[src/design/spfc_pkg.sv]
package spfc_pkg;
    localparam int unsigned SPFC_CLK_HZ = 200000000;
    localparam int unsigned SPFC_MS_NS = 1000000;
    localparam int unsigned SPFC_CLK_NS = 5;
    localparam int unsigned SPFC_MS_CYC = SPFC_MS_NS / SPFC_CLK_NS;
    localparam logic [15:0] SPFC_DELAY_MAX = 16'hfffe;
    localparam logic [15:0] SPFC_DELAY_RST = 16'h0000;
    // rate codes: 300 * 2**code
    localparam logic [2:0] SPFC_RATE_RST = 3'h6;
    localparam logic [2:0] SPFC_RATE_TOP = 3'h7;
    localparam int unsigned SPFC_RATE_BASE = 300;
    localparam logic [1:0] SPFC_PAR_NONE = 2'h0;
    localparam logic [1:0] SPFC_PAR_ODD = 2'h1;
    localparam logic [1:0] SPFC_PAR_EVEN = 2'h2;
    localparam logic [1:0] SPFC_FLOW_HW = 2'h0;
    localparam logic [1:0] SPFC_FLOW_SW = 2'h1;
    localparam logic [1:0] SPFC_FLOW_NONE = 2'h2;
    localparam logic [7:0] SPFC_XON = 8'h11;
    localparam logic [7:0] SPFC_XOFF = 8'h13;
    localparam logic [3:0] SPFC_OVS = 4'hf;
    localparam logic [3:0] SPFC_OVS_MID = 4'h7;
endpackage

[src/design/spfc_port.sv]
`timescale 1ns/100ps
// Functional notes
// - rates 300 to 38400 in doublings, 19200 after reset.
// - 38400 taken only when differential multidrop physical layer is set.
// - odd, even or no parity generated and checked, none by default.
// - seven or eight data bits, eight by default.
// - one or two stop bits transmitted, one by default.
// - one framing setup governs transmit and receive.
// - new configuration accepted while running, no reset needed.
// - hardware flow: raise RTS when data ready, send after CTS.
// - hardware flow: RTS held after last stop bit for release delay.
// - software or no flow: RTS low, transmit without CTS.
// - software flow: XOFF pauses, XON resumes transmission.
// - release delay 0 to 65534 ms from last character end, default 0.
module spfc_port
    import spfc_pkg::*;
#(
    parameter int unsigned MS_CYC = SPFC_MS_CYC,
    parameter int unsigned CLK_HZ = SPFC_CLK_HZ
) (
    input wire logic mclk_i,
    input wire logic nrst_i,
    input wire logic cfg_wr_i,
    input wire logic [2:0] rate_sel_i,
    input wire logic [1:0] parity_sel_i,
    input wire logic char_width_select_i,
    input wire logic stop_bit_count_i,
    input wire logic [1:0] flow_control_select_i,
    input wire logic diff_phy_i,
    input wire logic [15:0] driver_release_delay_i,
    input wire logic [7:0] tx_data_i,
    input wire logic tx_valid_i,
    output logic tx_ready_o,
    input wire logic rxd_i,
    input wire logic cts_i,
    output logic txd_o,
    output logic rts_o,
    output logic [7:0] rx_data_o,
    output logic rx_valid_o,
    output logic rx_perr_o,
    output logic tx_paused_o,
    output logic cfg_reject_o
);
    localparam int unsigned OVS_N = 32'(SPFC_OVS) + 32'h1;
    localparam int unsigned DIV_BASE = CLK_HZ / (SPFC_RATE_BASE * OVS_N);
    if (MS_CYC < 1) begin : g_ms_bad
        $error("MS_CYC must be at least one");
    end
    // top rate needs a divisor of at least one, slowest must fit the counter
    if ((DIV_BASE >> SPFC_RATE_TOP) < 1 || DIV_BASE > 32'h0003ffff) begin : g_clk_bad
        $error("CLK_HZ outside divider range");
    end
    typedef enum logic [4:0] {
        TX_IDLE = 5'h01, TX_WCTS = 5'h02, TX_SHIFT = 5'h04, TX_HOLD = 5'h08,
        TX_LOAD = 5'h10
    } spfc_tx_t;
    spfc_tx_t st_q;
    logic [2:0] rate_q;
    logic [1:0] par_q, flow_q;
    logic w7_q, stop2_q;
    logic [15:0] dly_q;
    logic [1:0] rxs_q, ctss_q;
    logic [17:0] div_q;
    logic [3:0] ovs_q;
    logic [11:0] sh_q;
    logic [3:0] left_q;
    logic [15:0] ms_left_q;
    logic [31:0] mscnt_q;
    logic xoff_q;
    logic [7:0] rxd8;
    logic rxv, rxpe;
    // 16x oversample tick: clk / (rate * 16)
    wire [17:0] div_top = 18'(DIV_BASE >> rate_q) - 18'h1;
    wire tick = (div_q == 18'h0);
    wire btick = tick && (ovs_q == SPFC_OVS);
    wire rate_ok = (rate_sel_i != SPFC_RATE_TOP) || diff_phy_i;
    wire hw = (flow_q == SPFC_FLOW_HW);
    wire par_on = (par_q != SPFC_PAR_NONE);
    wire pbit = ^(w7_q ? {1'b0, tx_data_i[6:0]} : tx_data_i) ^ (par_q == SPFC_PAR_ODD);
    wire [7:0] dmask = w7_q ? {1'b0, tx_data_i[6:0]} : tx_data_i;
    // frame lsb first: start, data, parity, stops, idle-high fill
    wire [11:0] frame_w7 = par_on ? {3'h7, pbit, dmask[6:0], 1'b0}
                                  : {4'hf, dmask[6:0], 1'b0};
    wire [11:0] frame_w8 = par_on ? {2'h3, pbit, dmask, 1'b0} : {3'h7, dmask, 1'b0};
    wire [3:0] nbits = 4'h1 + (w7_q ? 4'h7 : 4'h8) + {3'h0, par_on}
                     + (stop2_q ? 4'h2 : 4'h1);
    wire may_go = hw ? ctss_q[1] : !((flow_q == SPFC_FLOW_SW) && xoff_q);
    wire ms_tick = (mscnt_q == MS_CYC - 1);
    always_ff @(posedge mclk_i) begin
        if (!nrst_i) begin
            rate_q <= SPFC_RATE_RST;
            par_q <= SPFC_PAR_NONE;
            w7_q <= 1'b0;
            stop2_q <= 1'b0;
            flow_q <= SPFC_FLOW_HW;
            dly_q <= SPFC_DELAY_RST;
            cfg_reject_o <= 1'b0;
        end else if (cfg_wr_i) begin
            // live reconfiguration
            cfg_reject_o <= !rate_ok;
            if (rate_ok) rate_q <= rate_sel_i;
            if (parity_sel_i <= SPFC_PAR_EVEN) par_q <= parity_sel_i;
            w7_q <= char_width_select_i;
            stop2_q <= stop_bit_count_i;
            if (flow_control_select_i <= SPFC_FLOW_NONE) flow_q <= flow_control_select_i;
            dly_q <= (driver_release_delay_i > SPFC_DELAY_MAX) ? SPFC_DELAY_MAX
                     : driver_release_delay_i;
        end
    end
    always_ff @(posedge mclk_i) begin
        if (!nrst_i) begin
            rxs_q <= 2'h3;
            ctss_q <= 2'h0;
            div_q <= 18'h0;
            ovs_q <= 4'h0;
            xoff_q <= 1'b0;
        end else begin
            rxs_q <= {rxs_q[0], rxd_i};
            ctss_q <= {ctss_q[0], cts_i};
            div_q <= tick ? div_top : div_q - 18'h1;
            if (tick) ovs_q <= ovs_q + 4'h1;
            if (rxv && flow_q == SPFC_FLOW_SW && rxd8 == SPFC_XOFF) xoff_q <= 1'b1;
            else if ((rxv && rxd8 == SPFC_XON) || flow_q != SPFC_FLOW_SW) xoff_q <= 1'b0;
        end
    end
    always_ff @(posedge mclk_i) begin
        if (!nrst_i) begin
            st_q <= TX_IDLE;
            sh_q <= 12'hfff;
            left_q <= 4'h0;
            ms_left_q <= 16'h0;
            mscnt_q <= 32'h0;
            txd_o <= 1'b1;
            rts_o <= 1'b0;
            tx_ready_o <= 1'b0;
            tx_paused_o <= 1'b0;
        end else begin
            tx_ready_o <= 1'b0;
            tx_paused_o <= (flow_q == SPFC_FLOW_SW) && xoff_q;
            mscnt_q <= ms_tick ? 32'h0 : mscnt_q + 32'h1;
            case (st_q)
                TX_IDLE, TX_HOLD: begin
                    if (tx_valid_i && !tx_ready_o) begin
                        rts_o <= hw;
                        st_q <= TX_WCTS;
                    end else if (st_q == TX_HOLD) begin
                        // rts held for release delay
                        if (ms_left_q == 16'h0) begin
                            rts_o <= 1'b0;
                            st_q <= TX_IDLE;
                        end else if (ms_tick) ms_left_q <= ms_left_q - 16'h1;
                    end
                end
                TX_WCTS: begin
                    // follows a flow change made while waiting
                    rts_o <= hw;
                    if (may_go && btick) begin
                        sh_q <= w7_q ? frame_w7 : frame_w8;
                        left_q <= nbits;
                        tx_ready_o <= 1'b1;
                        st_q <= TX_SHIFT;
                    end
                end
                TX_SHIFT: if (btick) begin
                    txd_o <= sh_q[0];
                    sh_q <= {1'b1, sh_q[11:1]};
                    left_q <= left_q - 4'h1;
                    if (left_q == 4'h0) st_q <= TX_LOAD;
                end
                TX_LOAD: begin
                    txd_o <= 1'b1;
                    ms_left_q <= dly_q;
                    mscnt_q <= 32'h0;
                    st_q <= hw ? TX_HOLD : TX_IDLE;
                end
                default: st_q <= TX_IDLE;
            endcase
        end
    end
    spfc_rx u_rx (
        .mclk_i(mclk_i),
        .nrst_i(nrst_i),
        .tick_i(tick),
        .rxd_i(rxs_q[1]),
        .wid7_i(w7_q),
        .par_i(par_q),
        .data_o(rxd8),
        .valid_o(rxv),
        .perr_o(rxpe)
    );
    always_ff @(posedge mclk_i) begin
        if (!nrst_i) begin
            rx_data_o <= 8'h00;
            rx_valid_o <= 1'b0;
            rx_perr_o <= 1'b0;
        end else begin
            rx_data_o <= rxd8;
            rx_valid_o <= rxv;
            rx_perr_o <= rxpe;
        end
    end
    a_rts_off_soft: assert property (@(posedge mclk_i) disable iff (!nrst_i)
        (flow_q != SPFC_FLOW_HW) && st_q == TX_WCTS |=> !rts_o)
        else $error("rts raised without hardware flow");
    a_start_needs_cts: assert property (@(posedge mclk_i) disable iff (!nrst_i)
        st_q == TX_WCTS && $past(st_q) == TX_WCTS && hw && !ctss_q[1] |=> st_q != TX_SHIFT)
        else $error("sent without cts");
    a_ready_after_cts: assert property (@(posedge mclk_i) disable iff (!nrst_i)
        tx_ready_o && $past(hw) |-> $past(ctss_q[1]))
        else $error("frame latched without cts");
    a_rts_held: assert property (@(posedge mclk_i) disable iff (!nrst_i)
        st_q == TX_HOLD && ms_left_q != 16'h0 |=> rts_o)
        else $error("rts dropped early");
    a_xoff_stall: assert property (@(posedge mclk_i) disable iff (!nrst_i)
        flow_q == SPFC_FLOW_SW && xoff_q && st_q == TX_WCTS |=> st_q == TX_WCTS)
        else $error("sent while paused");
    a_rate_guard: assert property (@(posedge mclk_i) disable iff (!nrst_i)
        cfg_wr_i && rate_sel_i == SPFC_RATE_TOP && !diff_phy_i |=> $stable(rate_q))
        else $error("top rate taken single ended");
    a_cfg_live: assert property (@(posedge mclk_i) disable iff (!nrst_i)
        cfg_wr_i |=> w7_q == $past(char_width_select_i))
        else $error("config not applied");
    a_delay_cap: assert property (@(posedge mclk_i) disable iff (!nrst_i)
        dly_q <= SPFC_DELAY_MAX)
        else $error("delay above max");
    a_idle_high: assert property (@(posedge mclk_i) disable iff (!nrst_i)
        st_q == TX_IDLE |-> txd_o)
        else $error("line not idle");
    c_hold: cover property (@(posedge mclk_i) disable iff (!nrst_i) st_q == TX_HOLD);
    c_paused: cover property (@(posedge mclk_i) disable iff (!nrst_i) tx_paused_o);
    c_rx: cover property (@(posedge mclk_i) disable iff (!nrst_i) rx_valid_o);
    c_perr: cover property (@(posedge mclk_i) disable iff (!nrst_i) rx_perr_o);
endmodule

[src/design/spfc_rx.sv]
`timescale 1ns/100ps
module spfc_rx
    import spfc_pkg::*;
(
    input wire logic mclk_i,
    input wire logic nrst_i,
    input wire logic tick_i,
    input wire logic rxd_i,
    input wire logic wid7_i,
    input wire logic [1:0] par_i,
    output logic [7:0] data_o,
    output logic valid_o,
    output logic perr_o
);
    typedef enum logic [3:0] {
        RX_IDLE = 4'h1, RX_START = 4'h2, RX_DATA = 4'h4, RX_STOP = 4'h8
    } spfc_rx_t;
    spfc_rx_t st_q;
    logic [3:0] ovs_q;
    logic [3:0] bit_q;
    logic [8:0] sh_q;
    wire par_on = (par_i != SPFC_PAR_NONE);
    wire [3:0] nbits = (wid7_i ? 4'h7 : 4'h8) + {3'h0, par_on};
    wire mid = tick_i && (ovs_q == SPFC_OVS_MID);
    wire [8:0] shn = {rxd_i, sh_q[8:1]};
    wire [8:0] alig = (nbits == 4'h9) ? sh_q : (nbits == 4'h8) ? {1'b0, sh_q[8:1]}
                    : {2'h0, sh_q[8:2]};
    wire [7:0] dat = wid7_i ? {1'b0, alig[6:0]} : alig[7:0];
    wire pbit = wid7_i ? alig[7] : alig[8];
    wire pcalc = ^dat ^ (par_i == SPFC_PAR_ODD);
    always_ff @(posedge mclk_i) begin
        valid_o <= 1'b0;
        if (!nrst_i) begin
            st_q <= RX_IDLE;
            ovs_q <= 4'h0;
            bit_q <= 4'h0;
            sh_q <= 9'h000;
            data_o <= 8'h00;
            perr_o <= 1'b0;
        end else begin
            if (tick_i) ovs_q <= ovs_q + 4'h1;
            case (st_q)
                RX_IDLE: if (!rxd_i) begin
                    st_q <= RX_START;
                    ovs_q <= 4'h0;
                end
                RX_START: if (mid) st_q <= rxd_i ? RX_IDLE : RX_DATA;
                RX_DATA: if (mid) begin
                    sh_q <= shn;
                    bit_q <= bit_q + 4'h1;
                    if (bit_q + 4'h1 == nbits) st_q <= RX_STOP;
                end
                RX_STOP: if (mid) begin
                    // one config serves both directions
                    data_o <= dat;
                    perr_o <= par_on && (pbit != pcalc);
                    valid_o <= 1'b1;
                    bit_q <= 4'h0;
                    st_q <= RX_IDLE;
                end
                default: st_q <= RX_IDLE;
            endcase
        end
    end
    a_rx_perr_clean: assert property (@(posedge mclk_i) disable iff (!nrst_i)
        valid_o && (par_i == SPFC_PAR_NONE) |-> !perr_o)
        else $error("parity error flagged with parity off");
endmodule

[config.mk]
export PLATFORM = sky130hd
export DESIGN_NAME = spfc_port
export DESIGN_NICKNAME = d
export VERILOG_FILES = /design/src/design/spfc_pkg.sv /design/src/design/spfc_port.sv /design/src/design/spfc_rx.sv
export SDC_FILE = /design/constraint.sdc
export NUM_CORES = 1
export LEC_CHECK = 0
export BUFFER_PORTS_ARGS = -buffer_cell sky130_fd_sc_hd__buf_2
export CELL_PAD_IN_SITES_DETAIL_PLACEMENT = 0
export CELL_PAD_IN_SITES_GLOBAL_PLACEMENT = 1
export CORE_MARGIN = 2
export CORE_UTILIZATION = 40
export CTS_CLUSTER_SIZE = 20
export DETAILED_ROUTE_END_ITERATION = 10
export PLACE_DENSITY_LB_ADDON = 0.25
export REMOVE_ABC_BUFFERS = 1
export SYNTH_ARGS = -nofsm -noshare
export SYNTH_HDL_FRONTEND = slang
export SYNTH_SLANG_ARGS = --single-unit
[constraint.sdc]
create_clock -name mclk_i -period 3.8 [get_ports mclk_i]
set_input_delay 0.19 -clock mclk_i [delete_from_list [all_inputs] [get_ports mclk_i]]
set_output_delay 0.19 -clock mclk_i [all_outputs]
set_load 0.005 [all_outputs]
Word-level counts from Yosys, hierarchy flattened:

Index checks and enable logic that the tools add are counted.

* output and inout bits: 15
* register bits after elaboration: 167
* word-level logic and storage cells: 184
* bits of input ports: 40

* $lt $le $gt $ge: 3
* reductions and logical operators: 43
* add/sub/neg operators: 12
* equal/unequal tests: 36
* bitwise logic cells: 3
* mux-type cells: 55
* shift-type cells: 1

Operators with widths (number)
* $mux W16: 5
* $mux W4: 14
* $sub A18 B1 Y18 const B: 2
* $add A32 B1 Y32 const B: 1
* $eq A32 B18 Y1 const B: 1
* $pmux W16 S2: 1
* $mux W5: 6
* $mux W12: 2
* $mux W8: 3
* $pmux W12 S2: 1
* $mux W10: 2
* $pmux W5 S4: 1
* $logic_not A18 Y1: 1
* $mux W18: 1
* $mux W9: 2
* $shr A16 B3 Y18 const A: 1
* $eq A4 B4 Y1 const B: 4
* $eq A8 B5 Y1 const B: 2
* $gt A16 B16 Y1 const B: 1
* $logic_not A16 Y1: 1
* $ne A2 B2 Y1 const B: 8
* $pmux W4 S2: 2
* $pmux W4 S4: 1
* $reduce_and A2 Y1: 8
* 37 further kinds: 82

Depth between registers and ports, before layout:

* depth in word-level cells: 10
* gate-level depth with buffers: 12
* depth with buffers taken out: 12

Hierarchy:

Synthesis repeated with hierarchy kept, for this count alone.

* cell total of the unflattened synthesis: 1010
* area, all modules: 8541.9 sq um

By module, submodules not included
* spfc_port: area an instance 6682.7 sq um, instances 1, cells each 793, seq. area each 2682.6 sq um
* spfc_rx: area an instance 1859.3 sq um, instances 1, cells each 217, seq. area each 620.6 sq um

Worst setup path after synthesis:

Ideal clock, no wire load.

* path type: register to register
* from: reg par_q[1]
* to: reg u_rx.perr_o
* arrival time: 2475 ps
* data required time: 3678 ps
* buffers on the path: 1
* library setup time: 122 ps
* setup slack: 1203 ps
* period minus slack after synthesis: 2597 ps
* cell stages (with the launch flop): 12
* cell sequence: dfxtp_1 > or2_2 > inv_1 > ha_1 > buf_1 > mux2_2 > mux2i_1 > xor2_1 > xnor2_1 > xnor3_1 > mux2i_1 > a21oi_1

* word-level cells in the longest chain between the ends: 10
* elaborated cells between the ends (all ways): 13
* classes of those cells: 1 x add/sub; 4 x eq/ne; 4 x mux; 1 x bitwise; 3 x reduce/logical

RTL lines
* start: declaration: line spfc_port.sv:59 `logic [1:0] par_q, flow_q;`
* start signal: assignment: line spfc_port.sv:102 `if (parity_sel_i <= SPFC_PAR_EVEN) par_q <= parity_sel_i;`
* $reduce_bool A2 Y1: line spfc_rx.sv:22 `wire par_on = (par_i != SPFC_PAR_NONE);`
* $add A4 B1 Y4: line spfc_rx.sv:23 `wire [3:0] nbits = (wid7_i ? 4'h7 : 4'h8) + {3'h0, par_on};`
* $eq A4 B4 Y1: line spfc_rx.sv:26 `wire [8:0] alig = (nbits == 4'h9) ? sh_q : (nbits == 4'h8) ? {1'b0, sh_q[8:1]}`
* $mux W8: line spfc_rx.sv:26
* $mux W9: line spfc_rx.sv:26
* $mux W8: line spfc_rx.sv:28 `wire [7:0] dat = wid7_i ? {1'b0, alig[6:0]} : alig[7:0];`
* $reduce_xor A8 Y1: line spfc_rx.sv:30 `wire pcalc = ^dat ^ (par_i == SPFC_PAR_ODD);`
* $xor A1 B1 Y1: line spfc_rx.sv:30
* $ne A1 B1 Y1: line spfc_rx.sv:56 `perr_o <= par_on && (pbit != pcalc);`
* $logic_and A1 B1 Y1 *: line spfc_rx.sv:56
* end signal: assignment: line spfc_rx.sv:56
* end: declaration: line spfc_rx.sv:13 `output logic perr_o`

Mark *: on every way between the ends. The rest lies on a longest branch, timed or not.
A chain may end at the register's enable or synchronous reset.

Final worst setup path:

* from: reg div_q[10]
* to: reg u_rx.bit_q[2]

* word-level cells in the longest chain between the ends: 4
* elaborated cells between the ends (all ways): 5
* classes of those cells: 2 x eq/ne; 3 x reduce/logical

RTL lines
* start: declaration: line spfc_port.sv:63 `logic [17:0] div_q;`
* start signal: assignment: line spfc_port.sv:120 `div_q <= tick ? div_top : div_q - 18'h1;`
* $logic_not A18 Y1 *: line spfc_port.sv:74 `wire tick = (div_q == 18'h0);`
* $logic_and A1 B1 Y1 *: line spfc_rx.sv:24 `wire mid = tick_i && (ovs_q == SPFC_OVS_MID);`
* $ne A2 B1 Y1 (no line)
* $reduce_and A3 Y1 (no line) *
* end signal: assignment: line spfc_rx.sv:50 `bit_q <= bit_q + 4'h1;`
* end: declaration: line spfc_rx.sv:20 `logic [3:0] bit_q;`

Marks and branches as above.

==> results.yml <==
finish:
  nets: 1048
  n_antenna_cell: 0
  area_growth_pct: 14.43
  utilization_pct: 46.19
  final_cells: 1268
  drive_gt1_share_pct: 12.42
run_status:
  outcome: "completed"
global_routing:
  grt_usage_pct: 17.42
  antenna_found_initial: 0
  grt_pass1_vias: 6277
  grt_pass1_wl_um: 30840
  grt_max_degree: 51
  gr-total-overflow: 0
clock_tree:
  post-cts-setup-buffers: 0
  postCtsHoldBufs: 6
  clock_latency_ns: 0.43
  cts-resized-gates: 0
  clock_sinks: 165
  cts_root_buffer: "clkbuf_16"
  htreeDepth: 4
  clock_path_buffers: 2
  clk_pin_slew_ns: 0.07
  numCtsBuffers: 17
  cts_tree: "done"
die:
  ios: 55
  core_area_um2: 20040
  start_util_pct: 40.37
  die_area_um2: 21380
  die-width_um: 146.2
  dieHeight_um: 146.2
  row_count: 52
pwr:
  peakVddDrop_mv: 0.2533
  p_seq_share_pct: 40.6
  p_per_area_nw_per_um2: 498.3
  p_total_uw: 4612
  p_switching_uw: 1278
  pwr-share-comb_pct: 17.5
  p_leak_uw: 0.003688
  switching_share_pct: 27.72
  cell_internal_pwr_uw: 3334
  clkPwrFrac_pct: 42.0
sta:
  hold_violations: 0
  finalCritPeriodShare_pct: 75.72
  fin_tns_setup_ns: 0
  tightest_slew_ns: 0.7077
  rsz0062_at_grt: "false"
  fmax_mhz: 347.5
  drv_slew: 0
  skew_ns: 0.007882
  finalSetupViolCount: 0
  final.min_clock_period_ns: 2.878
  timing.slew.headroom_pct: 52.20
critical_path:
  startpoint_type: "flop"
  critical_path.cell_chain: "nor3_1 -> nand4_1 -> or2_1 -> nor3_4 -> nor2_1 -> o21ai_0 -> a21oi_1"
  critPathLaunch: "div_q[10]"
  crit_path_end_kind: "flop"
  crit_fanout: 13
  cp_slowest_cell: "or2_1"
  r2r_slack_ns: 0.92
  arrival_ns: 3.17
  reg2reg_to: "u_rx.bit_q[2]"
  r2r_start: "div_q[10]"
  worstRegToRegCells: 7
  critPathKind: "flop to flop"
  worstPathRequired_ns: 4.10
  cp_slowest_stage_delay_ns: 0.58
yosys:
  synth-seq-cells: 165
  synth_compound_area_share_pct: 12.95
  synth-xor-area-share_pct: 8.724
  ys_warn_count: 0
  synthCells: 949
  yosysSeqAreaShare_pct: 40.84
  synth_top_area_share_pct: 40.84
  synth_top_family_by_area: "simple AND/OR/NAND/NOR gates"
  synth_edf_count: 0
  synth-simple-area-share_pct: 24.80
  async_flop_share_pct: 0
  ys_top_cells_by_area: "dfxtp_1, nor2_1, xor2_1"
  synthAdderAreaFrac_pct: 3.496
  synthMuxAreaShare_pct: 5.104
  syn_area_um2: 8089
  synth.largest_area_cell: "dfxtp_1"
  synth.distinct_cells: 69
  syn_avg_cell_area_um2: 8.524
  synthFlopType: "dfxtp_1"
routing:
  via_per_inst: 5.188
  via_count: 6578
  drc_errors: 0
  routedWlPerCell_um: 14.19
  antenna_left: 0
  first_iter_violations: 356
  firstDrtPassIters: 7
  wirelength_um: 18000
placed_design:
  gp_congestion: 0.7859
  io_buffers: 54
  dpl.hpwl_um: 12280
  post-place-cells: 1231
worst_hold_path:
  min-delay-start: "cts_i"
  hold_path_end: "ctss_q[0]"
  holdPathStages: 2
  hold_path_class: "input pin to flop"
run:
  maxCapViolCount: 0
==> cells in the mapped netlist (18+ instances only) <==
master      n
ha_1       21
mux2i_1    30
clkbuf_1   40
inv_1      25
a21oi_1    58
dfxtp_1   165
nand2_1    78
o21ai_0    44
nand4_1    18
xnor2_1    28
nor3_1     23
xor2_1     50
nand3_1    38
nor2_1    131
==> flip-flops by register name (all words and copies together) (netlist names), 5 cells and up <==
register and cells:
mscnt_q 32, rx_data_o 8, div_q 18, sh_q 10
u_rx.sh_q 9, dly_q 16, ms_left_q 16, st_q 5
u_rx.data_o 8
==> worst max-delay path, delay by kind of cell (launching register included) <==
family | cells | cell delay [ns]
AOI/OAI and AO/OA | 2 | 0.26
and+or+nand+nor | 5 | 2.15
DFF | 1 | 0.34
==> kinds of logic (layout without fill, tap and decap cells) <==
logic type,after synthesis,in the layout
AND/OR/NAND/NOR,398,398
AO/OA/AOI/OAI,166,166
flip-flops,165,165
XOR/XNOR,79,79
buffers and inverters,79,128
multiplexers,40,40
adder cells (fa/ha/maj),22,22
==> per-stage QoR <==
stage / setup WS [ns] / cell area, um2 / hold WS (ns)
final: 0.9225 / 9256 / 0.005106
after global routing: 0.6546 / 9256 / 0.01040
after CTS: 0.9281 / 9256 / 0.002046
after detailed placement: 0.9409 / 8538 / 0.3755
after global placement: 0.9509 / 8538 / 0.3767
after floorplan: 0.8772 / 7863 / 0.2618
==> power by group through the flow <==
stage / sequential [uW] / clock, uW / combinational, uW
final: 1870 / 1940 / 805
after global routing: 1880 / 2050 / 907
after CTS: 1870 / 1980 / 808
after detailed placement: 1910 / 0 / 798
after global placement: 1910 / 0 / 805
after floorplan: 1890 / 0 / 600
==> layer usage <==
metal | vias to the layer above | part of all wire (%) | track usage, %
li1 | 3395 | - | -
met1 | 3073 | 51 | 24.40
met2 | 96 | 44 | 27.55
met3 | 14 | 3.3 | 3.719
met4 | 0 | 0.92 | 4.175
met5 | - | 0 | 0
==> worst max path at each step <==
stage / to / cells after the start
final: u_rx.bit_q[2] / 7
after global routing: div_q[12] / 10
after CTS: u_rx.bit_q[2] / 7
after detailed placement: u_rx.bit_q[2] / 7
after global placement: u_rx.bit_q[2] / 7
after floorplan: div_q[8] / 9
==> layout by cell type (no fill, tap or decap), types with 4 or more instances in the layout <==
master         instances
nor3_1                23
a31oi_1                7
nand2b_1              11
clkbuf_16             17
o221a_2                4
o31ai_1                5
a21oi_1               58
nor4_1                15
o21a_1                 5
nor2_1               131
bufinv_16              5
a2bb2oi_1              8
or2_2                  5
buf_2                 54
xor2_1                50
nand3b_1               7
ha_1                  21
nor4b_1                4
mux2i_1               30
dlygate4sd3_1          6
o311ai_1               5
and3_1                10
nand4_1               18
and4_1                 4
nand4b_1               4
nand3_1               38
or3_1                  7
mux2_2                10
dfxtp_1              165
inv_1                 25
buf_4                  9
and2_1                15
o21ai_0               44
nand2_1               78
xnor2_1               28
nor2b_1                9
a211oi_1               5
==> final cells by class <==
type / count / area [um2]
Sequential cell: 165 / 3303
Tap cell: 270 / 337.8
Inverter: 28 / 105.1
Fill cell: 2020 / 10780
Clock inverter: 13 / 219.0
Multi-Input combinational cell: 705 / 4454
Clock buffer: 18 / 439.2
Timing Repair Buffer: 69 / 397.9
No activity file was read; power rests on OpenSTA's default activity.
